--- config.mk ---
export PLATFORM = sky130hd
export DESIGN_NAME = epc_engine
export DESIGN_NICKNAME = d
export VERILOG_FILES = /design/src/epc_pkg.sv /design/src/epc_watchdog.sv /design/src/epc_wb_slave.sv /design/src/epc_engine.sv
export VERILOG_INCLUDE_DIRS = /design/src
export SDC_FILE = /design/constraint.sdc
export NUM_CORES = 1
export LEC_CHECK = 0
export BUFFER_PORTS_ARGS = -buffer_cell sky130_fd_sc_hd__buf_2
export CAP_MARGIN = 0
export CORE_MARGIN = 8
export CORE_UTILIZATION = 46
export CTS_BUF_LIST = sky130_fd_sc_hd__clkbuf_16
export CTS_CLUSTER_DIAMETER = 40
export DETAILED_ROUTE_END_ITERATION = 10
export HOLD_SLACK_MARGIN = 0.08
export MAX_ROUTING_LAYER = met4
export PLACE_DENSITY = 0.75
export SYNTH_ARGS = -nofsm -noshare
export SYNTH_HDL_FRONTEND = slang
export SYNTH_HIERARCHICAL = 1
export SYNTH_SLANG_ARGS = --single-unit
--- constraint.sdc ---
create_clock -name MCLK_I -period 2.2 [get_ports MCLK_I]
set_input_delay 0.44 -clock MCLK_I [delete_from_list [all_inputs] [get_ports MCLK_I]]
set_output_delay 0.44 -clock MCLK_I [all_outputs]
set_load 0.1 [all_outputs]
--- src/epc_defs.svh ---
// Constants of the EPP cycle engine: register offsets, field positions,
// reset values and timing counts.
// Assumes inclusion by bare name from the package and the engine top.
`ifndef EPC_DEFS_SVH
`define EPC_DEFS_SVH

// ----------------------------------------
// Register offsets (byte addresses)
// ----------------------------------------
`define EPC_REG_CTRL 8'h00
`define EPC_REG_SPP_DATA 8'h04
`define EPC_REG_CONFIG 8'h08
`define EPC_REG_STATUS 8'h0C
`define EPC_REG_INT_STAT 8'h10
`define EPC_REG_INT_MASK 8'h14
`define EPC_REG_LAST_RD 8'h18
`define EPC_REG_LAST_WR 8'h1C

// ----------------------------------------
// Field positions
// ----------------------------------------
`define EPC_CTRL_STROBE 0
`define EPC_CTRL_LINEFEED 1
`define EPC_CTRL_INIT 2
`define EPC_CTRL_SELECT 3
`define EPC_CTRL_IRQE 4
`define EPC_CTRL_PCD 5
`define EPC_CTRL_MASK 8'h3F
`define EPC_CFG_EPP_EN 0
`define EPC_CFG_V19 1
`define EPC_CFG_MASK 8'h03
`define EPC_STAT_TIMEOUT 0
`define EPC_STAT_BUSY 1
`define EPC_INT_TIMEOUT 0
`define EPC_INT_DONE 1
`define EPC_INT_MASK_BITS 8'h03

// ----------------------------------------
// Host port offsets
// ----------------------------------------
`define EPC_HOST_ADDR_PORT 3'h3
`define EPC_HOST_DATA_FIRST 3'h4

// ----------------------------------------
// Reset values
// ----------------------------------------
`define EPC_CTRL_RST 8'h00
`define EPC_CFG_RST 8'h00
`define EPC_BYTE_RST 8'h00

// ----------------------------------------
// Timing
// ----------------------------------------
`define EPC_CLK_MHZ 125
`define EPC_WDOG_TIME_US 10
`define EPC_WDOG_CYCLES (`EPC_WDOG_TIME_US * `EPC_CLK_MHZ)

`endif

--- src/epc_pkg.sv ---
// Types and decode helpers of the EPP cycle engine.
// Assumes epc_defs.svh is on the include path.
`include "epc_defs.svh"

package epc_pkg;

	typedef enum logic [2:0] {
		EPC_ST_IDLE,
		EPC_ST_R19_WAIT_LOW,
		EPC_ST_R19_SETUP,
		EPC_ST_R19_STROBE,
		EPC_ST_R19_TERM,
		EPC_ST_V17_CYCLE,
		EPC_ST_END_WAIT
	} epc_state_t;

	typedef enum logic [3:0] {
		EPC_R_CTRL,
		EPC_R_SPP_DATA,
		EPC_R_CONFIG,
		EPC_R_STATUS,
		EPC_R_INT_STAT,
		EPC_R_INT_MASK,
		EPC_R_LAST_RD,
		EPC_R_LAST_WR,
		EPC_R_NONE
	} epc_reg_t;

	function automatic epc_reg_t epc_decode(input logic [7:0] adr);
		case (adr)
			`EPC_REG_CTRL: epc_decode = EPC_R_CTRL;
			`EPC_REG_SPP_DATA: epc_decode = EPC_R_SPP_DATA;
			`EPC_REG_CONFIG: epc_decode = EPC_R_CONFIG;
			`EPC_REG_STATUS: epc_decode = EPC_R_STATUS;
			`EPC_REG_INT_STAT: epc_decode = EPC_R_INT_STAT;
			`EPC_REG_INT_MASK: epc_decode = EPC_R_INT_MASK;
			`EPC_REG_LAST_RD: epc_decode = EPC_R_LAST_RD;
			`EPC_REG_LAST_WR: epc_decode = EPC_R_LAST_WR;
			default: epc_decode = EPC_R_NONE;
		endcase
	endfunction

endpackage

--- src/epc_watchdog.sv ---
// Cycle watchdog: counts clocks while a cycle runs, pulses once on expiry.
// Assumes run_i stays high for the whole watched cycle.
`timescale 1ns/10ps
`default_nettype none

module epc_watchdog #(
	parameter int LIMIT = 1250,
	parameter int CW = 16
) (
	// Clock and reset
	input wire logic clk_i,
	input wire logic rst_n_i,
	// Control
	input wire logic run_i,
	output logic expired_o
);

	logic [CW-1:0] count_q;
	logic fired_q;

	// Restarts from zero for every cycle
	always_ff @(posedge clk_i) begin
		if (!rst_n_i || !run_i) begin
			count_q <= '0;
		end else if (!fired_q) begin
			count_q <= count_q + 1'b1;
		end
	end

	always_ff @(posedge clk_i) begin
		if (!rst_n_i || !run_i) begin
			fired_q <= 1'b0;
		end else if (expired_o) begin
			fired_q <= 1'b1;
		end
	end

	assign expired_o = run_i && !fired_q && (count_q == CW'(LIMIT - 1));

endmodule

`default_nettype wire

--- src/epc_wb_slave.sv ---
// Classic Wishbone slave handshake: one wait state, registered read data.
// Assumes the master holds its request until it samples ack.
`timescale 1ns/10ps
`default_nettype none

module epc_wb_slave (
	// Clock and reset
	input wire logic clk_i,
	input wire logic rst_n_i,
	// Wishbone
	input wire logic cyc_i,
	input wire logic stb_i,
	input wire logic we_i,
	input wire logic [3:0] sel_i,
	output logic ack_o,
	output logic [31:0] dat_o,
	// Register file side
	input wire logic [7:0] rdata_i,
	output logic wr_fire_o,
	output logic rd_fire_o
);

	logic ack_q;

	// Ack drops the cycle after it was given
	always_ff @(posedge clk_i) begin
		if (!rst_n_i) begin
			ack_q <= 1'b0;
		end else begin
			ack_q <= cyc_i && stb_i && !ack_q;
		end
	end

	always_ff @(posedge clk_i) begin
		if (!rst_n_i) begin
			dat_o <= 32'h00000000;
		end else if (cyc_i && stb_i && !ack_q && !we_i) begin
			dat_o <= {24'h000000, rdata_i};
		end
	end

	assign ack_o = ack_q;
	// Effects land on the edge where the master samples ack
	assign wr_fire_o = ack_q && cyc_i && stb_i && we_i && sel_i[0];
	assign rd_fire_o = ack_q && cyc_i && stb_i && !we_i;

endmodule

`default_nettype wire

--- src/epc_engine.sv ---
// EPP cycle engine top: host strobe port, peripheral port and register file.
// Assumes all inputs synchronous to MCLK_I; the bench resolves the
// two-way buses from the enables.
`timescale 1ns/10ps
`default_nettype none
`include "epc_defs.svh"

module epc_engine #(
	parameter int WDOG_CYCLES = `EPC_WDOG_CYCLES
) (
	// Clock and reset
	input wire logic MCLK_I,
	input wire logic RSTN_I,
	// Wishbone register bus
	input wire logic [7:0] WB_ADR_I,
	input wire logic [31:0] WB_DAT_I,
	input wire logic [3:0] WB_SEL_I,
	input wire logic WB_WE_I,
	input wire logic WB_CYC_I,
	input wire logic WB_STB_I,
	output logic WB_ACK_O,
	output logic [31:0] WB_DAT_O,
	output logic INT_O,
	// Host strobe port
	input wire logic [2:0] HOST_ADDR_I,
	input wire logic HOST_RD_N_I,
	input wire logic HOST_WR_N_I,
	input wire logic [7:0] HOST_DATA_BUS_I,
	output logic [7:0] HOST_DATA_BUS_O,
	output logic HOST_DATA_BUS_OE_O,
	output logic HOST_CHAN_READY_O,
	// Peripheral port
	input wire logic [7:0] PORT_BUS_I,
	output logic [7:0] PORT_BUS_O,
	output logic PORT_BUS_OE_O,
	input wire logic PERIPHERAL_HOLD_N_I,
	output logic DATA_STROBE_N_O,
	output logic ADDR_STROBE_N_O,
	output logic DIRECTION_OUT_N_O,
	output logic CTRL_STROBE_N_O,
	output logic CTRL_LINEFEED_OUT_N_O,
	output logic CTRL_INIT_O,
	output logic CTRL_SELECT_N_O
);

	// ----------------------------------------
	// Declarations
	// ----------------------------------------
	epc_pkg::epc_state_t state_q, state_d;
	logic [7:0] ctrl_q, spp_data_q, cfg_q, int_mask_q;
	logic [1:0] int_stat_q;
	logic timeout_q;
	logic mode19_q, epp_en_q;
	logic rd_prev_q, wr_prev_q;
	logic cyc_read_q, cyc_addr_q;
	logic [7:0] rd_byte_q, port_q;
	logic [7:0] rdata;
	logic wr_fire, rd_fire;
	logic rd_act, wr_act, host_sel, start, start_read, start_addr;
	logic wd_expired, cycle_done;
	logic strobe_on, r19_dir, port_direction_bit, control_direction_bit;
	epc_pkg::epc_reg_t wr_reg, rd_reg;

	assign rd_act = !HOST_RD_N_I;
	assign wr_act = !HOST_WR_N_I;
	// Ports 3..7 exist only with EPP enabled
	assign host_sel = epp_en_q && (HOST_ADDR_I >= `EPC_HOST_ADDR_PORT);
	assign start_read = rd_act && !rd_prev_q;
	assign start = host_sel && (start_read || (wr_act && !wr_prev_q));
	assign start_addr = (HOST_ADDR_I == `EPC_HOST_ADDR_PORT);
	assign control_direction_bit = ctrl_q[`EPC_CTRL_PCD];

	// ----------------------------------------
	// Register bus
	// ----------------------------------------
	epc_wb_slave u_wb (
		.clk_i(MCLK_I),
		.rst_n_i(RSTN_I),
		.cyc_i(WB_CYC_I),
		.stb_i(WB_STB_I),
		.we_i(WB_WE_I),
		.sel_i(WB_SEL_I),
		.ack_o(WB_ACK_O),
		.dat_o(WB_DAT_O),
		.rdata_i(rdata),
		.wr_fire_o(wr_fire),
		.rd_fire_o(rd_fire)
	);

	assign wr_reg = epc_pkg::epc_decode(WB_ADR_I);
	assign rd_reg = epc_pkg::epc_decode(WB_ADR_I);

	always_comb begin
		case (rd_reg)
			epc_pkg::EPC_R_CTRL: rdata = ctrl_q;
			epc_pkg::EPC_R_SPP_DATA: rdata = spp_data_q;
			epc_pkg::EPC_R_CONFIG: rdata = cfg_q;
			epc_pkg::EPC_R_STATUS: rdata = {6'h00, state_q != epc_pkg::EPC_ST_IDLE, timeout_q};
			epc_pkg::EPC_R_INT_STAT: rdata = {6'h00, int_stat_q};
			epc_pkg::EPC_R_INT_MASK: rdata = int_mask_q;
			epc_pkg::EPC_R_LAST_RD: rdata = rd_byte_q;
			epc_pkg::EPC_R_LAST_WR: rdata = port_q;
			default: rdata = 8'h00;
		endcase
	end

	// Bits 6 and 7 of control stay low
	always_ff @(posedge MCLK_I) begin
		if (!RSTN_I) begin
			ctrl_q <= `EPC_CTRL_RST;
		end else if (wr_fire && wr_reg == epc_pkg::EPC_R_CTRL) begin
			ctrl_q <= WB_DAT_I[7:0] & `EPC_CTRL_MASK;
		end
	end

	always_ff @(posedge MCLK_I) begin
		if (!RSTN_I) begin
			spp_data_q <= `EPC_BYTE_RST;
		end else if (wr_fire && wr_reg == epc_pkg::EPC_R_SPP_DATA) begin
			spp_data_q <= WB_DAT_I[7:0];
		end
	end

	always_ff @(posedge MCLK_I) begin
		if (!RSTN_I) begin
			cfg_q <= `EPC_CFG_RST;
		end else if (wr_fire && wr_reg == epc_pkg::EPC_R_CONFIG) begin
			cfg_q <= WB_DAT_I[7:0] & `EPC_CFG_MASK;
		end
	end

	always_ff @(posedge MCLK_I) begin
		if (!RSTN_I) begin
			int_mask_q <= 8'h00;
		end else if (wr_fire && wr_reg == epc_pkg::EPC_R_INT_MASK) begin
			int_mask_q <= WB_DAT_I[7:0] & `EPC_INT_MASK_BITS;
		end
	end

	always_ff @(posedge MCLK_I) begin
		if (!RSTN_I) begin
			mode19_q <= 1'b0;
			epp_en_q <= 1'b0;
		end else if (state_q == epc_pkg::EPC_ST_IDLE && !start) begin
			mode19_q <= cfg_q[`EPC_CFG_V19];
			epp_en_q <= cfg_q[`EPC_CFG_EPP_EN];
		end
	end

	// ----------------------------------------
	// Events and interrupt
	// ----------------------------------------
	// timeout flag, read clears, set wins
	always_ff @(posedge MCLK_I) begin
		if (!RSTN_I) begin
			timeout_q <= 1'b0;
		end else if (wd_expired) begin
			timeout_q <= 1'b1;
		end else if (rd_fire && rd_reg == epc_pkg::EPC_R_STATUS) begin
			timeout_q <= 1'b0;
		end
	end

	// A new event in the clearing read stays set
	always_ff @(posedge MCLK_I) begin
		if (!RSTN_I) begin
			int_stat_q <= 2'h0;
		end else begin
			int_stat_q <= ((rd_fire && rd_reg == epc_pkg::EPC_R_INT_STAT) ? 2'h0 : int_stat_q)
				| {cycle_done, wd_expired};
		end
	end

	assign INT_O = |(int_stat_q & int_mask_q[1:0]);

	// ----------------------------------------
	// Watchdog
	// ----------------------------------------
	// watches the host-strobe-terminated cycle
	epc_watchdog #(
		.LIMIT(WDOG_CYCLES),
		.CW(16)
	) u_wdog (
		.clk_i(MCLK_I),
		.rst_n_i(RSTN_I),
		.run_i(state_q == epc_pkg::EPC_ST_V17_CYCLE),
		.expired_o(wd_expired)
	);

	// ----------------------------------------
	// Cycle sequencer
	// ----------------------------------------
	always_ff @(posedge MCLK_I) begin
		if (!RSTN_I) begin
			rd_prev_q <= 1'b0;
			wr_prev_q <= 1'b0;
		end else begin
			rd_prev_q <= rd_act;
			wr_prev_q <= wr_act;
		end
	end

	always_ff @(posedge MCLK_I) begin
		if (!RSTN_I) begin
			cyc_read_q <= 1'b0;
			cyc_addr_q <= 1'b0;
		end else if (state_q == epc_pkg::EPC_ST_IDLE && start) begin
			cyc_read_q <= start_read;
			cyc_addr_q <= start_addr;
		end
	end

	always_comb begin
		state_d = state_q;
		cycle_done = 1'b0;
		case (state_q)
			epc_pkg::EPC_ST_IDLE: begin
				if (start && start_read && mode19_q) begin
					// hold already low, go straight on
					// hold high, wait for it to drop
					state_d = PERIPHERAL_HOLD_N_I ? epc_pkg::EPC_ST_R19_WAIT_LOW : epc_pkg::EPC_ST_R19_SETUP;
				end else if (start) begin
					state_d = epc_pkg::EPC_ST_V17_CYCLE;
				end
			end
			epc_pkg::EPC_ST_R19_WAIT_LOW: begin
				if (!rd_act) begin
					state_d = epc_pkg::EPC_ST_IDLE;
				end else if (!PERIPHERAL_HOLD_N_I) begin
					state_d = epc_pkg::EPC_ST_R19_SETUP;
				end
			end
			// direction set one cycle before strobe
			epc_pkg::EPC_ST_R19_SETUP: state_d = epc_pkg::EPC_ST_R19_STROBE;
			epc_pkg::EPC_ST_R19_STROBE: begin
				if (PERIPHERAL_HOLD_N_I) begin
					state_d = epc_pkg::EPC_ST_R19_TERM;
				end
			end
			epc_pkg::EPC_ST_R19_TERM: begin
				if (!rd_act) begin
					state_d = epc_pkg::EPC_ST_IDLE;
					cycle_done = 1'b1;
				end
			end
			epc_pkg::EPC_ST_V17_CYCLE: begin
				if (wd_expired) begin
					state_d = epc_pkg::EPC_ST_END_WAIT;
				// host strobe end closes the cycle
				end else if (cyc_read_q ? !rd_act : !wr_act) begin
					state_d = epc_pkg::EPC_ST_IDLE;
					cycle_done = 1'b1;
				end
			end
			epc_pkg::EPC_ST_END_WAIT: begin
				if (!rd_act && !wr_act) begin
					state_d = epc_pkg::EPC_ST_IDLE;
				end
			end
			default: state_d = epc_pkg::EPC_ST_IDLE;
		endcase
	end

	always_ff @(posedge MCLK_I) begin
		if (!RSTN_I) begin
			state_q <= epc_pkg::EPC_ST_IDLE;
		end else begin
			state_q <= state_d;
		end
	end

	// ----------------------------------------
	// Data paths
	// ----------------------------------------
	// byte latched as hold releases
	always_ff @(posedge MCLK_I) begin
		if (!RSTN_I) begin
			rd_byte_q <= `EPC_BYTE_RST;
		end else if (state_q == epc_pkg::EPC_ST_R19_STROBE && PERIPHERAL_HOLD_N_I) begin
			rd_byte_q <= PORT_BUS_I;
		end else if (state_q == epc_pkg::EPC_ST_V17_CYCLE && cyc_read_q && rd_act) begin
			// Tracks the bus so the last sample before strobe end is held
			rd_byte_q <= PORT_BUS_I;
		end
	end

	// host byte to the port bus
	// idle bus carries the plain data register
	always_ff @(posedge MCLK_I) begin
		if (!RSTN_I) begin
			port_q <= `EPC_BYTE_RST;
		end else if (state_q == epc_pkg::EPC_ST_IDLE && start && !start_read) begin
			port_q <= HOST_DATA_BUS_I;
		end else if (state_q == epc_pkg::EPC_ST_V17_CYCLE && !cyc_read_q) begin
			if (wr_act) begin
				port_q <= HOST_DATA_BUS_I;
			end
		end else if (state_q == epc_pkg::EPC_ST_IDLE) begin
			port_q <= spp_data_q;
		end
	end

	// ----------------------------------------
	// Outputs
	// ----------------------------------------
	assign strobe_on = (state_q == epc_pkg::EPC_ST_V17_CYCLE) || (state_q == epc_pkg::EPC_ST_R19_STROBE);
	// read direction held through strobe and term
	assign r19_dir = (state_q == epc_pkg::EPC_ST_R19_SETUP) || (state_q == epc_pkg::EPC_ST_R19_STROBE)
		|| (state_q == epc_pkg::EPC_ST_R19_TERM);
	// direction follows control bit outside a 1.9 read
	assign port_direction_bit = r19_dir ? 1'b1 : control_direction_bit;

	assign DATA_STROBE_N_O = !(strobe_on && !cyc_addr_q);
	assign ADDR_STROBE_N_O = !(strobe_on && cyc_addr_q);
	assign DIRECTION_OUT_N_O = port_direction_bit;
	assign PORT_BUS_O = port_q;
	assign PORT_BUS_OE_O = !port_direction_bit;

	assign HOST_CHAN_READY_O = !(
		(state_q == epc_pkg::EPC_ST_IDLE && start && ((start_read && mode19_q) || !PERIPHERAL_HOLD_N_I))
		|| (state_q == epc_pkg::EPC_ST_R19_WAIT_LOW)
		|| (state_q == epc_pkg::EPC_ST_R19_SETUP)
		|| (state_q == epc_pkg::EPC_ST_R19_STROBE)
		|| (state_q == epc_pkg::EPC_ST_V17_CYCLE && !PERIPHERAL_HOLD_N_I && !wd_expired));

	assign HOST_DATA_BUS_O = rd_byte_q;
	assign HOST_DATA_BUS_OE_O = rd_act && cyc_read_q
		&& ((state_q == epc_pkg::EPC_ST_R19_TERM) || (state_q == epc_pkg::EPC_ST_V17_CYCLE));

	// printer control lines from control register
	assign CTRL_STROBE_N_O = !ctrl_q[`EPC_CTRL_STROBE];
	assign CTRL_LINEFEED_OUT_N_O = !ctrl_q[`EPC_CTRL_LINEFEED];
	assign CTRL_INIT_O = ctrl_q[`EPC_CTRL_INIT];
	assign CTRL_SELECT_N_O = !ctrl_q[`EPC_CTRL_SELECT];

endmodule

`default_nettype wire

==> out/metrics.csv, run 1 <==
metric,value,unit
register area,0.00145,sq mm
peak supply drop,0.000375,V
drt via density,5.42,
met3 usage,0.0315,
number of detailed-route iterations in the first pass,5,
HP Class,input port to register,
Yosys cell types,61,
largest family of logic cells by synthesized area,simple AND/OR/NAND/NOR gates,
"commonest cells after routing, fill and taps aside","buf_2, dfxtp_1, mux2i_1, nand2_1, nor2b_1",
Overall Power,0.00408,W
clock tree sinks,72,
Final TNS setup,-225,ps
die height,108,um
clock-pin slew on the worst setup and hold paths,60,ps
Placed Area,0.00449,sq mm
largest net degree at the start of global routing,31,
Root Buffer Master,clkbuf_16,
Psw,0.00144,W
synthesized cell area,0.00389,sq mm
post-DR wirelength/cell,16.7,um
setup ws final,-225,ps
startpoint types,register,
Area Overhead vs Synth,24.7,%
Worst-Margin Slew,682,ps
share of layout cells above drive strength 1,0.293,
Placer Congestion,0.890,
number of H-tree levels,3,
total global-route track usage,0.184,
fillers,705,
LEAKAGE,2.08,nW
Final Hold Viols,0,
post-synthesis mux area share,0.150,
failing checks,setup timing,
RSZ-0062 raised after global routing,true,
Reg power frac,0.341,
TritonCTS Buffers,9,
Mapped Cells,429,
PwrDens,841,mW/mm^2
slew margin rel.,0.545,
first-pass GRT wire length,16700,um
Simple-Gate Fraction of Synth Area,0.242,
status,finished with violations,
die area,0.0116,sq mm
Core Area,0.00822,sq mm
global-route met2 utilization,0.286,
Routed Antenna Nets,0,
syn_area_per_cell,9.06,sq um
port bufs,79,
post-route cell area,0.00485,sq mm
worst-skew pair later-pin latency,330,ps
Starting Density,0.473,
Die Wd,108,um
Tmin final,2430,ps
Comb power frac,0.297,
Routed WL,10500,um
arrival time worst endpoint,1990,ps
Worst setup EP type,output port,
via count,3415,
I/O pins,131,
drc violations,0,
Most Crowded Layer GR,met2,
multi-input logic area,0.00227,sq mm
site row count,33,
synth warn,6,
Setup WS pre-CTS,11.9,ps
cts hold-fix bufs,0,
Post-Synth Adder-Cell Area,0.00644,
clock tree buffer depth,2,
Clk pwr share,0.362,
final setup fails,1,
Final Skew,7.63,ps
post-synthesis sequential area ratio,0.371,
"FF+latch count, synth",72,
"commonest non-fill, non-tap cell in the layout",buf_2,
crit-path max FO,4,
antenna violations before repair,0,
final net count,593,
Max Freq,0.412,GHz
XOR/XNOR Fraction of Synth Area,0.0203,
ys async rst share,0,
vias in the first global route,3311,
post-synthesis compound-gate area fraction,0.126,
diode count,0,
met1 Use GR,0.230,
top_reg_cell synth,dfxtp_1,
internal power,0.00264,W
Final period util,1.10,
TritonCTS clock tree,built,
Crit Path Category,register to output port,
dpl hpwl,8020,um
max-slew violation count,0,
gr ovfl total,0,
sw frac,0.352,
"EDFF count, synth",0,
Max-cap violations,0,
DR iter-0 viols,207,
WP data required,1760,ps
## routing by layer
layer | wire length [um] | share of wire
met5 | 0 | 0
met3 | 705 | 0.067
met2 | 5110 | 0.49
met1 | 4520 | 0.43
met4 | 170 | 0.016
## registers in the layout, summed over array words and instances (netlist names)
name             cells
u_wdog/count_q      16
cyc_addr_q           1
rd_prev_q            1
mode19_q             1
u_wb/dat_o           8
int_stat_q           2
timeout_q            1
cyc_read_q           1
HOST_DATA_BUS_O      8
spp_data_q           8
cfg_q                2
epp_en_q             1
state_q              3
u_wdog/fired_q       1
wr_prev_q            1
int_mask_q           2
ctrl_q               6
u_wb/ack_o           1
PORT_BUS_O           8
## worst paths after layout
check | depth (start not counted) | endpoint | slack [ps] | start
max | 6 | HOST_CHAN_READY_O | -230 | state_q[2]
min | 3 | HOST_DATA_BUS_O[3] | 370 | PORT_BUS_I[3]
max reg2reg | 6 | cyc_addr_q | 110 | state_q[2]
min reg2reg | 2 | u_wb/dat_o[2] | 450 | u_wb/dat_o[2]
## stage by stage
| step | hold slack (ps) | instances | utilization |
|---|---|---|---|
| after detailed placement | 445 | 613 | 0.547 |
| after CTS | 363 | 630 | 0.587 |
| after global routing | 373 | 630 | 0.590 |
| after global placement | 442 | 613 | 0.547 |
| final | 366 | 630 | 0.590 |
| after floorplan | 441 | 452 | - |
## cells in the mapped netlist, types with 4 or more instances
library cell   n  area share
a21oi_1       10       0.013
a22oi_1        9       0.017
and2_1         7       0.011
and3_1         5      0.0080
buf_4         26       0.050
clkbuf_1      16       0.015
dfxtp_1       72        0.37
inv_1          9      0.0087
mux2i_1       48        0.12
mux4_2         4       0.023
nand2_1       48       0.046
nand3_1        5      0.0064
nand4_1        5      0.0080
nor2_1        26       0.025
nor2b_1       41       0.066
nor3_1         5      0.0064
nor4_1         5      0.0080
o21a_1         5      0.0097
o21ai_0       10       0.013
o2bb2ai_1      9       0.020
xnor2_1        4      0.0090
xor2_1         5       0.011
## power by group through the flow
stage / clock network [W] / logic (W) / registers, W
global placement: 0 / 0.00115 / 0.00141
global route: 0.00155 / 0.00127 / 0.00139
floorplan: 0 / 0.000805 / 0.00147
CTS: 0.00149 / 0.00119 / 0.00138
detailed placement: 0 / 0.00116 / 0.00141
finish: 0.00147 / 0.00121 / 0.00139
## final cells by class
cell class	instances	area share
Tap cell	105	0.0271
Sequential cell	72	0.298
Timing Repair Buffer	104	0.137
Inverter	9	0.00697
Multi-Input combinational cell	324	0.467
Clock inverter	7	0.0163
Clock buffer	9	0.0465
## kinds of logic (layout without fill, tap and decap cells)
group                    Yosys count  after routing
buffers and inverters             56            129
flip-flops                        72             72
adder cells (fa/ha/maj)            2              2
XOR/XNOR                           9              9
other                              1             24
AO/OA/AOI/OAI                     65             65
multiplexers                      53             53
AND/OR/NAND/NOR                  171            171
## critical path, cell delays in order (launching register included)
cell,delay [ps]
dfxtp_2,340
or3_4,370
or3_4,390
or2_4,260
nand2_4,70
a21oi_4,60
buf_12,170
## timing repair
action / 4_1_cts / 5_1_grt
setup endpoints to repair: 1 / 2
pin swaps: 4 / 5
gates resized for setup: 6 / 8
buffers inserted: 1 / 0
Note: power is estimated with default switching activity, not from simulation.
==> run 2, diff against run 1 <==
--- a/config.mk
+++ b/config.mk
@@ -8,6 +8,7 @@
 export LEC_CHECK = 0
 export BUFFER_PORTS_ARGS = -buffer_cell sky130_fd_sc_hd__buf_2
 export CAP_MARGIN = 0
+export CORE_ASPECT_RATIO = 1.5
 export CORE_MARGIN = 8
 export CORE_UTILIZATION = 46
 export CTS_BUF_LIST = sky130_fd_sc_hd__clkbuf_16
==> constraint.sdc (replaced) <==
create_clock -name MCLK_I -period 2.02 [get_ports MCLK_I]
set_input_delay 0.404 -clock MCLK_I [delete_from_list [all_inputs] [get_ports MCLK_I]]
set_output_delay 0.404 -clock MCLK_I [all_outputs]
set_load 0.1 [all_outputs]
==> run 2 against run 1 <==
  * The run still ends with setup timing left
  * Flip-flop and latch count unchanged
  * Design area up 2.5%
  * Largest cell class unchanged
  * Die area up 0.52%
  * Count of clock-buffer cells in the layout unchanged
  * Register-to-register slack worse by 340 ps
  * Clock skew down 1.7 ps
  * Largest power group unchanged
  * Critical path depth unchanged
  * First-iteration DRC count down 7.7%
  * Clock power up 15%
==> out/metrics.csv, run 2 (synthesis gave the netlist of run 1 again) <==
metric,value,unit,change
Routed Antenna Nets,0,,unchanged
reg2reg start,state_q[0],,
PwrDens,914,mW/mm^2,+8.7%
Final period util,1.18,,
Worst setup EP type,output port,,
share of layout cells above drive strength 1,0.302,,+0.00834
WP data required,1620,ps,-140 ps
clock tree buffer depth,2,,unchanged
slew margin rel.,0.479,,-0.0653
Hold Crit Endpoint,HOST_DATA_BUS_O[6],,
total global-route track usage,0.180,,-0.00335
Worst-Margin Slew,779,ps,+97.8 ps
die area,0.0117,sq mm,+0.52%
Final Skew,5.97,ps,-1.66 ps
crit-path max FO,4,,unchanged
Setup WS pre-CTS,-99.7,ps,-112 ps
RSZ-0062 raised after global routing,true,,
final setup fails,2,,+1
Max-cap violations,0,,unchanged
via count,3399,,-0.47%
Starting Density,0.468,,-0.00534
diode count,0,,unchanged
TritonCTS Buffers,9,,unchanged
DR iter-0 viols,191,,-7.7%
die height,129,um,+19%
clock-pin slew on the worst setup and hold paths,60,ps,about the same
Util after Layout,0.598,,+0.00779
drc violations,0,,unchanged
startpoint types,register,,
peak supply drop,0.000793,V,+110%
number of detailed-route iterations in the first pass,5,,unchanged
Max Freq,0.420,GHz,
TritonCTS clock tree,built,,
Die Wd,91.1,um,-16%
status,finished with violations,,
largest net degree at the start of global routing,24,,-23%
failing checks,setup timing,,
Final Hold Viols,0,,unchanged
Crit Path Category,register to output port,,
Root Buffer Master,clkbuf_16,,
max-slew violation count,0,,unchanged
flip-flop count of the largest register after layout,16,,unchanged
Tmin final,2380,ps,
Top reg by flops,u_wdog/count_q,,
worst-skew pair later-pin latency,330,ps,about the same
hold wc startpoint,PORT_BUS_I[6],,
Core Area,0.00831,sq mm,+1.1%
Area Overhead vs Synth,27.8,%,
vias in the first global route,3481,,+5.1%
drt via density,5.28,,-2.6%
arrival time worst endpoint,1970,ps,-20 ps
site row count,41,,+24%
Routed WL,10200,um,-2.6%
"commonest cells after routing, fill and taps aside","buf_2, dfxtp_1, mux2i_1, nand2_1, nor2b_1",,
depth of the worst register-to-register path,8,,+2
clock tree sinks,72,,unchanged
number of H-tree levels,3,,unchanged
R2R Path End,cyc_addr_q,,
port bufs,79,,unchanged
setup ws final,-358,ps,-133 ps
first-pass GRT wire length,16600,um,-0.54%
Worst Hold Path Cells,3,,unchanged
post-DR wirelength/cell,15.9,um,-4.8%
antenna violations before repair,0,,unchanged
LEAKAGE,2.15,nW,+3.2%
Placer Congestion,0.936,,+5.1%
gr ovfl total,0,,unchanged
"setup slack, reg-to-reg",-230,ps,-340 ps
final net count,605,,+2.0%
I/O pins,131,,unchanged
"commonest non-fill, non-tap cell in the layout",buf_2,,
HP Class,input port to register,,
dpl hpwl,8000,um,-0.22%
## run 2: timing repair
item,in CTS,in global routing
pin swaps,7,2
resized for setup,6,3
hold buffers,0,0
setup buffers,3,0
endpoints found under the setup margin,3,6
## run 2: routing by layer
layer | wire, um | global-route usage | part of all wire
met4 | 247 | 0.0726 | 0.024
met5 | 0 | - | 0
met1 | 3880 | 0.171 | 0.38
met3 | 595 | 0.0554 | 0.058
met2 | 5510 | 0.331 | 0.54
## run 2: critical path, cell delays in order, from the launching register on
cell and delay (ps):
dfxtp_2 320, or3_4 380, or3_4 400, or2_4 250
nand2_4 80, a21oi_4 50, buf_12 160
## run 2: final cells by class
cell class | count | area (sq um)
Fill cell | 710 | 3340
Timing Repair Buffer | 116 | 767
Tap cell | 107 | 134
Clock buffer | 9 | 225
Multi-Input combinational cell | 324 | 2260
Clock inverter | 7 | 96.3
Sequential cell | 72 | 1450
Inverter | 9 | 37.5
## run 2: where the power goes
group | total, W | leakage [nW] | switching (W) | internal (W)
Combinational | 0.00135 | 1.42 | 0.000900 | 0.000447
Clock | 0.00169 | 0.153 | 0.000607 | 0.00108
Sequential | 0.00151 | 0.582 | 0.0000372 | 0.00147
Total | 0.00454 | 2.15 | 0.00154 | 0.00300
## run 2: stage by stage
step	hold slack, ps	area [sq um]	instances	power, W	TNS (ps)
floorplan	441	4020	452	0.00249	-1150
CTS	321	4960	644	0.00456	-631
global route	333	4970	644	0.00472	-776
detailed placement	451	4590	625	0.00282	-211
global placement	440	4590	625	0.00280	-98.4
finish	332	4970	644	0.00454	-588
## run 2: how the worst max path moves through the flow
stage | startpoint | to | cells after the start
after floorplan | state_q[2] | ADDR_STROBE_N_O | 3
after global placement | state_q[2] | HOST_CHAN_READY_O | 6
after detailed placement | state_q[2] | HOST_CHAN_READY_O | 6
after CTS | state_q[0] | HOST_CHAN_READY_O | 6
after global routing | state_q[0] | HOST_CHAN_READY_O | 6
final | state_q[0] | HOST_CHAN_READY_O | 6
==> run 3, diff against run 2 <==
--- a/config.mk
+++ b/config.mk
@@ -8,16 +8,17 @@
 export LEC_CHECK = 0
 export BUFFER_PORTS_ARGS = -buffer_cell sky130_fd_sc_hd__buf_2
 export CAP_MARGIN = 0
+export CELL_PAD_IN_SITES_DETAIL_PLACEMENT = 0
+export CELL_PAD_IN_SITES_GLOBAL_PLACEMENT = 2
 export CORE_ASPECT_RATIO = 1.5
 export CORE_MARGIN = 8
-export CORE_UTILIZATION = 46
+export CORE_UTILIZATION = 26
 export CTS_BUF_LIST = sky130_fd_sc_hd__clkbuf_16
-export CTS_CLUSTER_DIAMETER = 40
+export CTS_CLUSTER_DIAMETER = 30
 export DETAILED_ROUTE_END_ITERATION = 10
 export HOLD_SLACK_MARGIN = 0.08
 export MAX_ROUTING_LAYER = met4
 export PLACE_DENSITY = 0.75
 export SYNTH_ARGS = -nofsm -noshare
 export SYNTH_HDL_FRONTEND = slang
-export SYNTH_HIERARCHICAL = 1
 export SYNTH_SLANG_ARGS = --single-unit
==> run 3 against run 2 <==
  * Sequential power grew 8%
  * The flow still finishes with violations (setup timing)
  * Synthesized area shrank 4.2%
  * Largest cell class unchanged
  * Clock power decreased by 18%
  * Register-to-register slack better by 260 ps
  * Worst setup slack better by 110 ps
  * Sequential share of layout area up 0.28 points
  * Fmax increased by 4.8%
  * Utilization is 25 points lower
  * Design area down 0.86%
  * Largest power group is now combinational cells
  * Non-clock buffer count grew 1
==> out/metrics.csv, run 3 <==
metric,value,unit,change
clock-pin slew on the worst setup and hold paths,60,ps,about the same
met2 WL,5560,um,+0.94%
crit-path cells,"ha_1, nor4b_4, nand4_1, nor2_2, o31ai_2, a21oi_4, buf_12",,
"EDFF count, synth",0,,unchanged
startpoint types,register,,
post-DR wirelength/cell,15.0,um,-5.8%
top-area cell type share of the netlist area,0.387,,+0.0162
register area,0.00145,sq mm,about the same
Max-cap violations,0,,unchanged
dpl hpwl,8440,um,+5.5%
Root Buffer Master,clkbuf_16,,
Final TNS setup,-306,ps,+282 ps
ys async rst share,0,,unchanged
"commonest cells after routing, fill and taps aside","buf_2, dfxtp_1, nand2_1, buf_4, mux2i_1",,
die height,163,um,+26%
LEAKAGE,2.10,nW,-2.6%
depth of the worst register-to-register path,7,,-1
WP data required,1620,ps,about the same
Area Overhead vs Synth,32.2,%,
Starting Density,0.266,,-0.202
largest family of logic cells by synthesized area,simple AND/OR/NAND/NOR gates,,
Top Metal Used,met4,,
Placed Area,0.00461,sq mm,+0.55%
slew margin rel.,0.499,,+0.0199
status,finished with violations,,
Hold Crit Endpoint,rd_prev_q,,
Setup WS pre-CTS,-181,ps,-81.4 ps
cts hold-fix bufs,0,,unchanged
post-synthesis sequential area ratio,0.387,,+0.0162
Routed Antenna Nets,0,,unchanged
post-synthesis mux area share,0.100,,-0.0492
multi-input logic area,0.00215,sq mm,-5.1%
Tmin final,2270,ps,-110 ps
Final Hold Viols,0,,unchanged
drt via density,4.57,,-13%
"top cells by area, synth","dfxtp_1, mux2i_1, buf_4",,
R2R Path End,u_wdog.count_q[14],,
max-slew violation count,0,,unchanged
drc violations,0,,unchanged
Final period util,1.12,,-0.0544
crit path max-delay cell type,dfxtp_2,,
final setup fails,2,,unchanged
Commonest cells post-synth,"dfxtp_1, nand2_1, mux2i_1, o21ai_0, nor2_1",,
reg2reg start,u_wdog.count_q[1],,
max incr delay on CP,360,ps,-40 ps
Post-Synth Adder-Cell Area,0.00672,,+0.000281
Worst Path Buf+Inv,1,,unchanged
most common cell in the netlist,dfxtp_1,,
TritonCTS Buffers,9,,unchanged
die area,0.0185,sq mm,+58%
flip-flop count of the largest register after layout,16,,unchanged
HP Class,input port to register,,
Met3 Wirelength,381,um,-36%
final net count,609,,+0.66%
Max Freq,0.441,GHz,+4.8%
Simple-Gate Fraction of Synth Area,0.237,,-0.00520
setup ws final,-248,ps,+110 ps
Top reg by flops,u_wdog.count_q,,
"commonest non-fill, non-tap cell in the layout",buf_2,,
RSZ-0062 raised after global routing,true,,
XOR/XNOR Fraction of Synth Area,0.0235,,+0.00324
fillers,1482,,+110%
antenna violations before repair,0,,unchanged
clock tree sinks,72,,unchanged
Placer Congestion,0.806,,-14%
gr ovfl total,0,,unchanged
number of H-tree levels,3,,unchanged
share of layout cells above drive strength 1,0.304,,+0.00203
Final Skew,3.65,ps,-2.31 ps
synthesized cell area,0.00372,sq mm,-4.2%
TritonCTS clock tree,built,,
worst-skew pair later-pin latency,330,ps,about the same
final std cells w/o fill,732,,+14%
port bufs,79,,unchanged
Worst setup EP type,output port,,
post-synthesis compound-gate area fraction,0.162,,+0.0360
DR iter-0 viols,96,,-50%
failing checks,setup timing,,
diode count,0,,unchanged
Core Area,0.0140,sq mm,+68%
hold wc startpoint,HOST_RD_N_I,,
number of detailed-route iterations in the first pass,5,,unchanged
Overall Power,0.00493,W,+8.5%
largest net degree at the start of global routing,49,,+100%
Post-Route M1 WL,4820,um,+24%
Placed Cells,713,,+14%
arrival time worst endpoint,1860,ps,-110 ps
clock tree buffer depth,2,,unchanged
via count,3345,,-1.6%
syn_area_per_cell,8.64,sq um,-4.6%
peak supply drop,0.000949,V,+20%
synth warn,0,,-6
post-route cell area,0.00492,sq mm,-0.86%
Worst-Margin Slew,749,ps,-30.3 ps
Worst Hold Path Cells,2,,-1
Routed WL,11000,um,+7.1%
Synth area leader,dfxtp_1,,
first-pass GRT wire length,17700,um,+6.9%
total global-route track usage,0.125,,-0.0550
top_reg_cell synth,dfxtp_1,,
site row count,53,,+29%
"setup slack, reg-to-reg",30,ps,+260 ps
I/O pins,131,,unchanged
"FF+latch count, synth",72,,unchanged
Mapped Cells,431,,+0.47%
Yosys cell types,53,,-13%
crit-path max FO,4,,unchanged
vias in the first global route,3558,,+2.2%
Crit Path Category,register to output port,,
PwrDens,1000,mW/mm^2,+9.4%
Die Wd,114,um,+25%
Top Family by Delay on Critical Path,simple AND/OR/NAND/NOR gates,,
[run 3: cell count changes in the layout (fill, tap and decap cells not counted), sizes merged, moves of 5 or more]
cell / before / now
o21ai: 11 / 31
nor2b: 41 / 23
mux2i: 48 / 34
a21oi: 10 / 22
nand3: 8 / 20
nand2: 48 / 38
or3: 3 / 11
a221oi: 0 / 7
and2: 8 / 1
o2bb2ai: 9 / 2
a22o: 1 / 7
o21a: 5 / 0
xor2: 5 / 10
[run 3: report_power, final]
group          leakage, nW  total (W)  internal [W]  switching (W)
clock network        0.129    0.00138      0.000805       0.000574
registers            0.584    0.00163       0.00153      0.0000959
logic                 1.38    0.00192      0.000502        0.00142
[run 3: cells by family (layout without fill, tap and decap cells)]
| logic type | Yosys count | in the layout |
|---|---|---|
| and+or+nand+nor | 159 | 159 |
| AOI/OAI and AO/OA | 94 | 94 |
| DFF | 72 | 72 |
| buffers and inverters | 56 | 142 |
| muxes | 37 | 37 |
| xor gates and xnor gates | 10 | 10 |
| adders and majority gates | 2 | 2 |
| other | 1 | 24 |
[run 3: timing repair]
| item | 4_1_cts | 5_1_grt |
|---|---|---|
| gates cloned | 0 | 0 |
| pin swaps | 3 | 4 |
| setup endpoints to repair | 4 | 7 |
| resized for setup | 4 | 3 |
| buffers inserted | 3 | 1 |
[run 3: worst max path at each step]
stage,from,to,slack [ps],cells past startpoint
finish,u_wdog.count_q[0],HOST_CHAN_READY_O,-250,7
global route,u_wdog.count_q[0],HOST_CHAN_READY_O,-420,7
CTS,u_wdog.count_q[0],HOST_CHAN_READY_O,-320,7
detailed placement,WB_ADR_I[1],cfg_q[0],-180,7
global placement,WB_ADR_I[1],cfg_q[1],-140,7
floorplan,state_q[1],ADDR_STROBE_N_O,-460,2
[run 3: metrics by stage]
stage	utilization	hold slack, ps
3_5_place_dp	0.330	425
2_1_floorplan	-	435
3_3_place_gp	0.330	421
4_1_cts	0.351	270
5_1_grt	0.352	293
6_report	0.352	285
[run 3: final cells by class]
type | instances | area share
sequential | 72 | 0.294
timing repair buffer | 117 | 0.162
clock inverter | 6 | 0.00584
multi-input combinational | 326 | 0.436
inverter | 10 | 0.00838
clock buffer | 9 | 0.0457
tap | 192 | 0.0488
[run 3: worst reg2reg max path, stage by stage, from the launching register on]
cell	delay [ps]
dfxtp_2	320
buf_4	100
ha_2	170
inv_1	60
or3_4	380
or2_4	260
or3_2	460
a21oi_2	140
[run 3: routing by layer]
layer | vias to the layer above | GRT usage
met2 | 95 | 0.216
met5 | - | -
met1 | 1545 | 0.139
met3 | 10 | 0.0230
met4 | 0 | 0.0493
li1 | 1695 | -
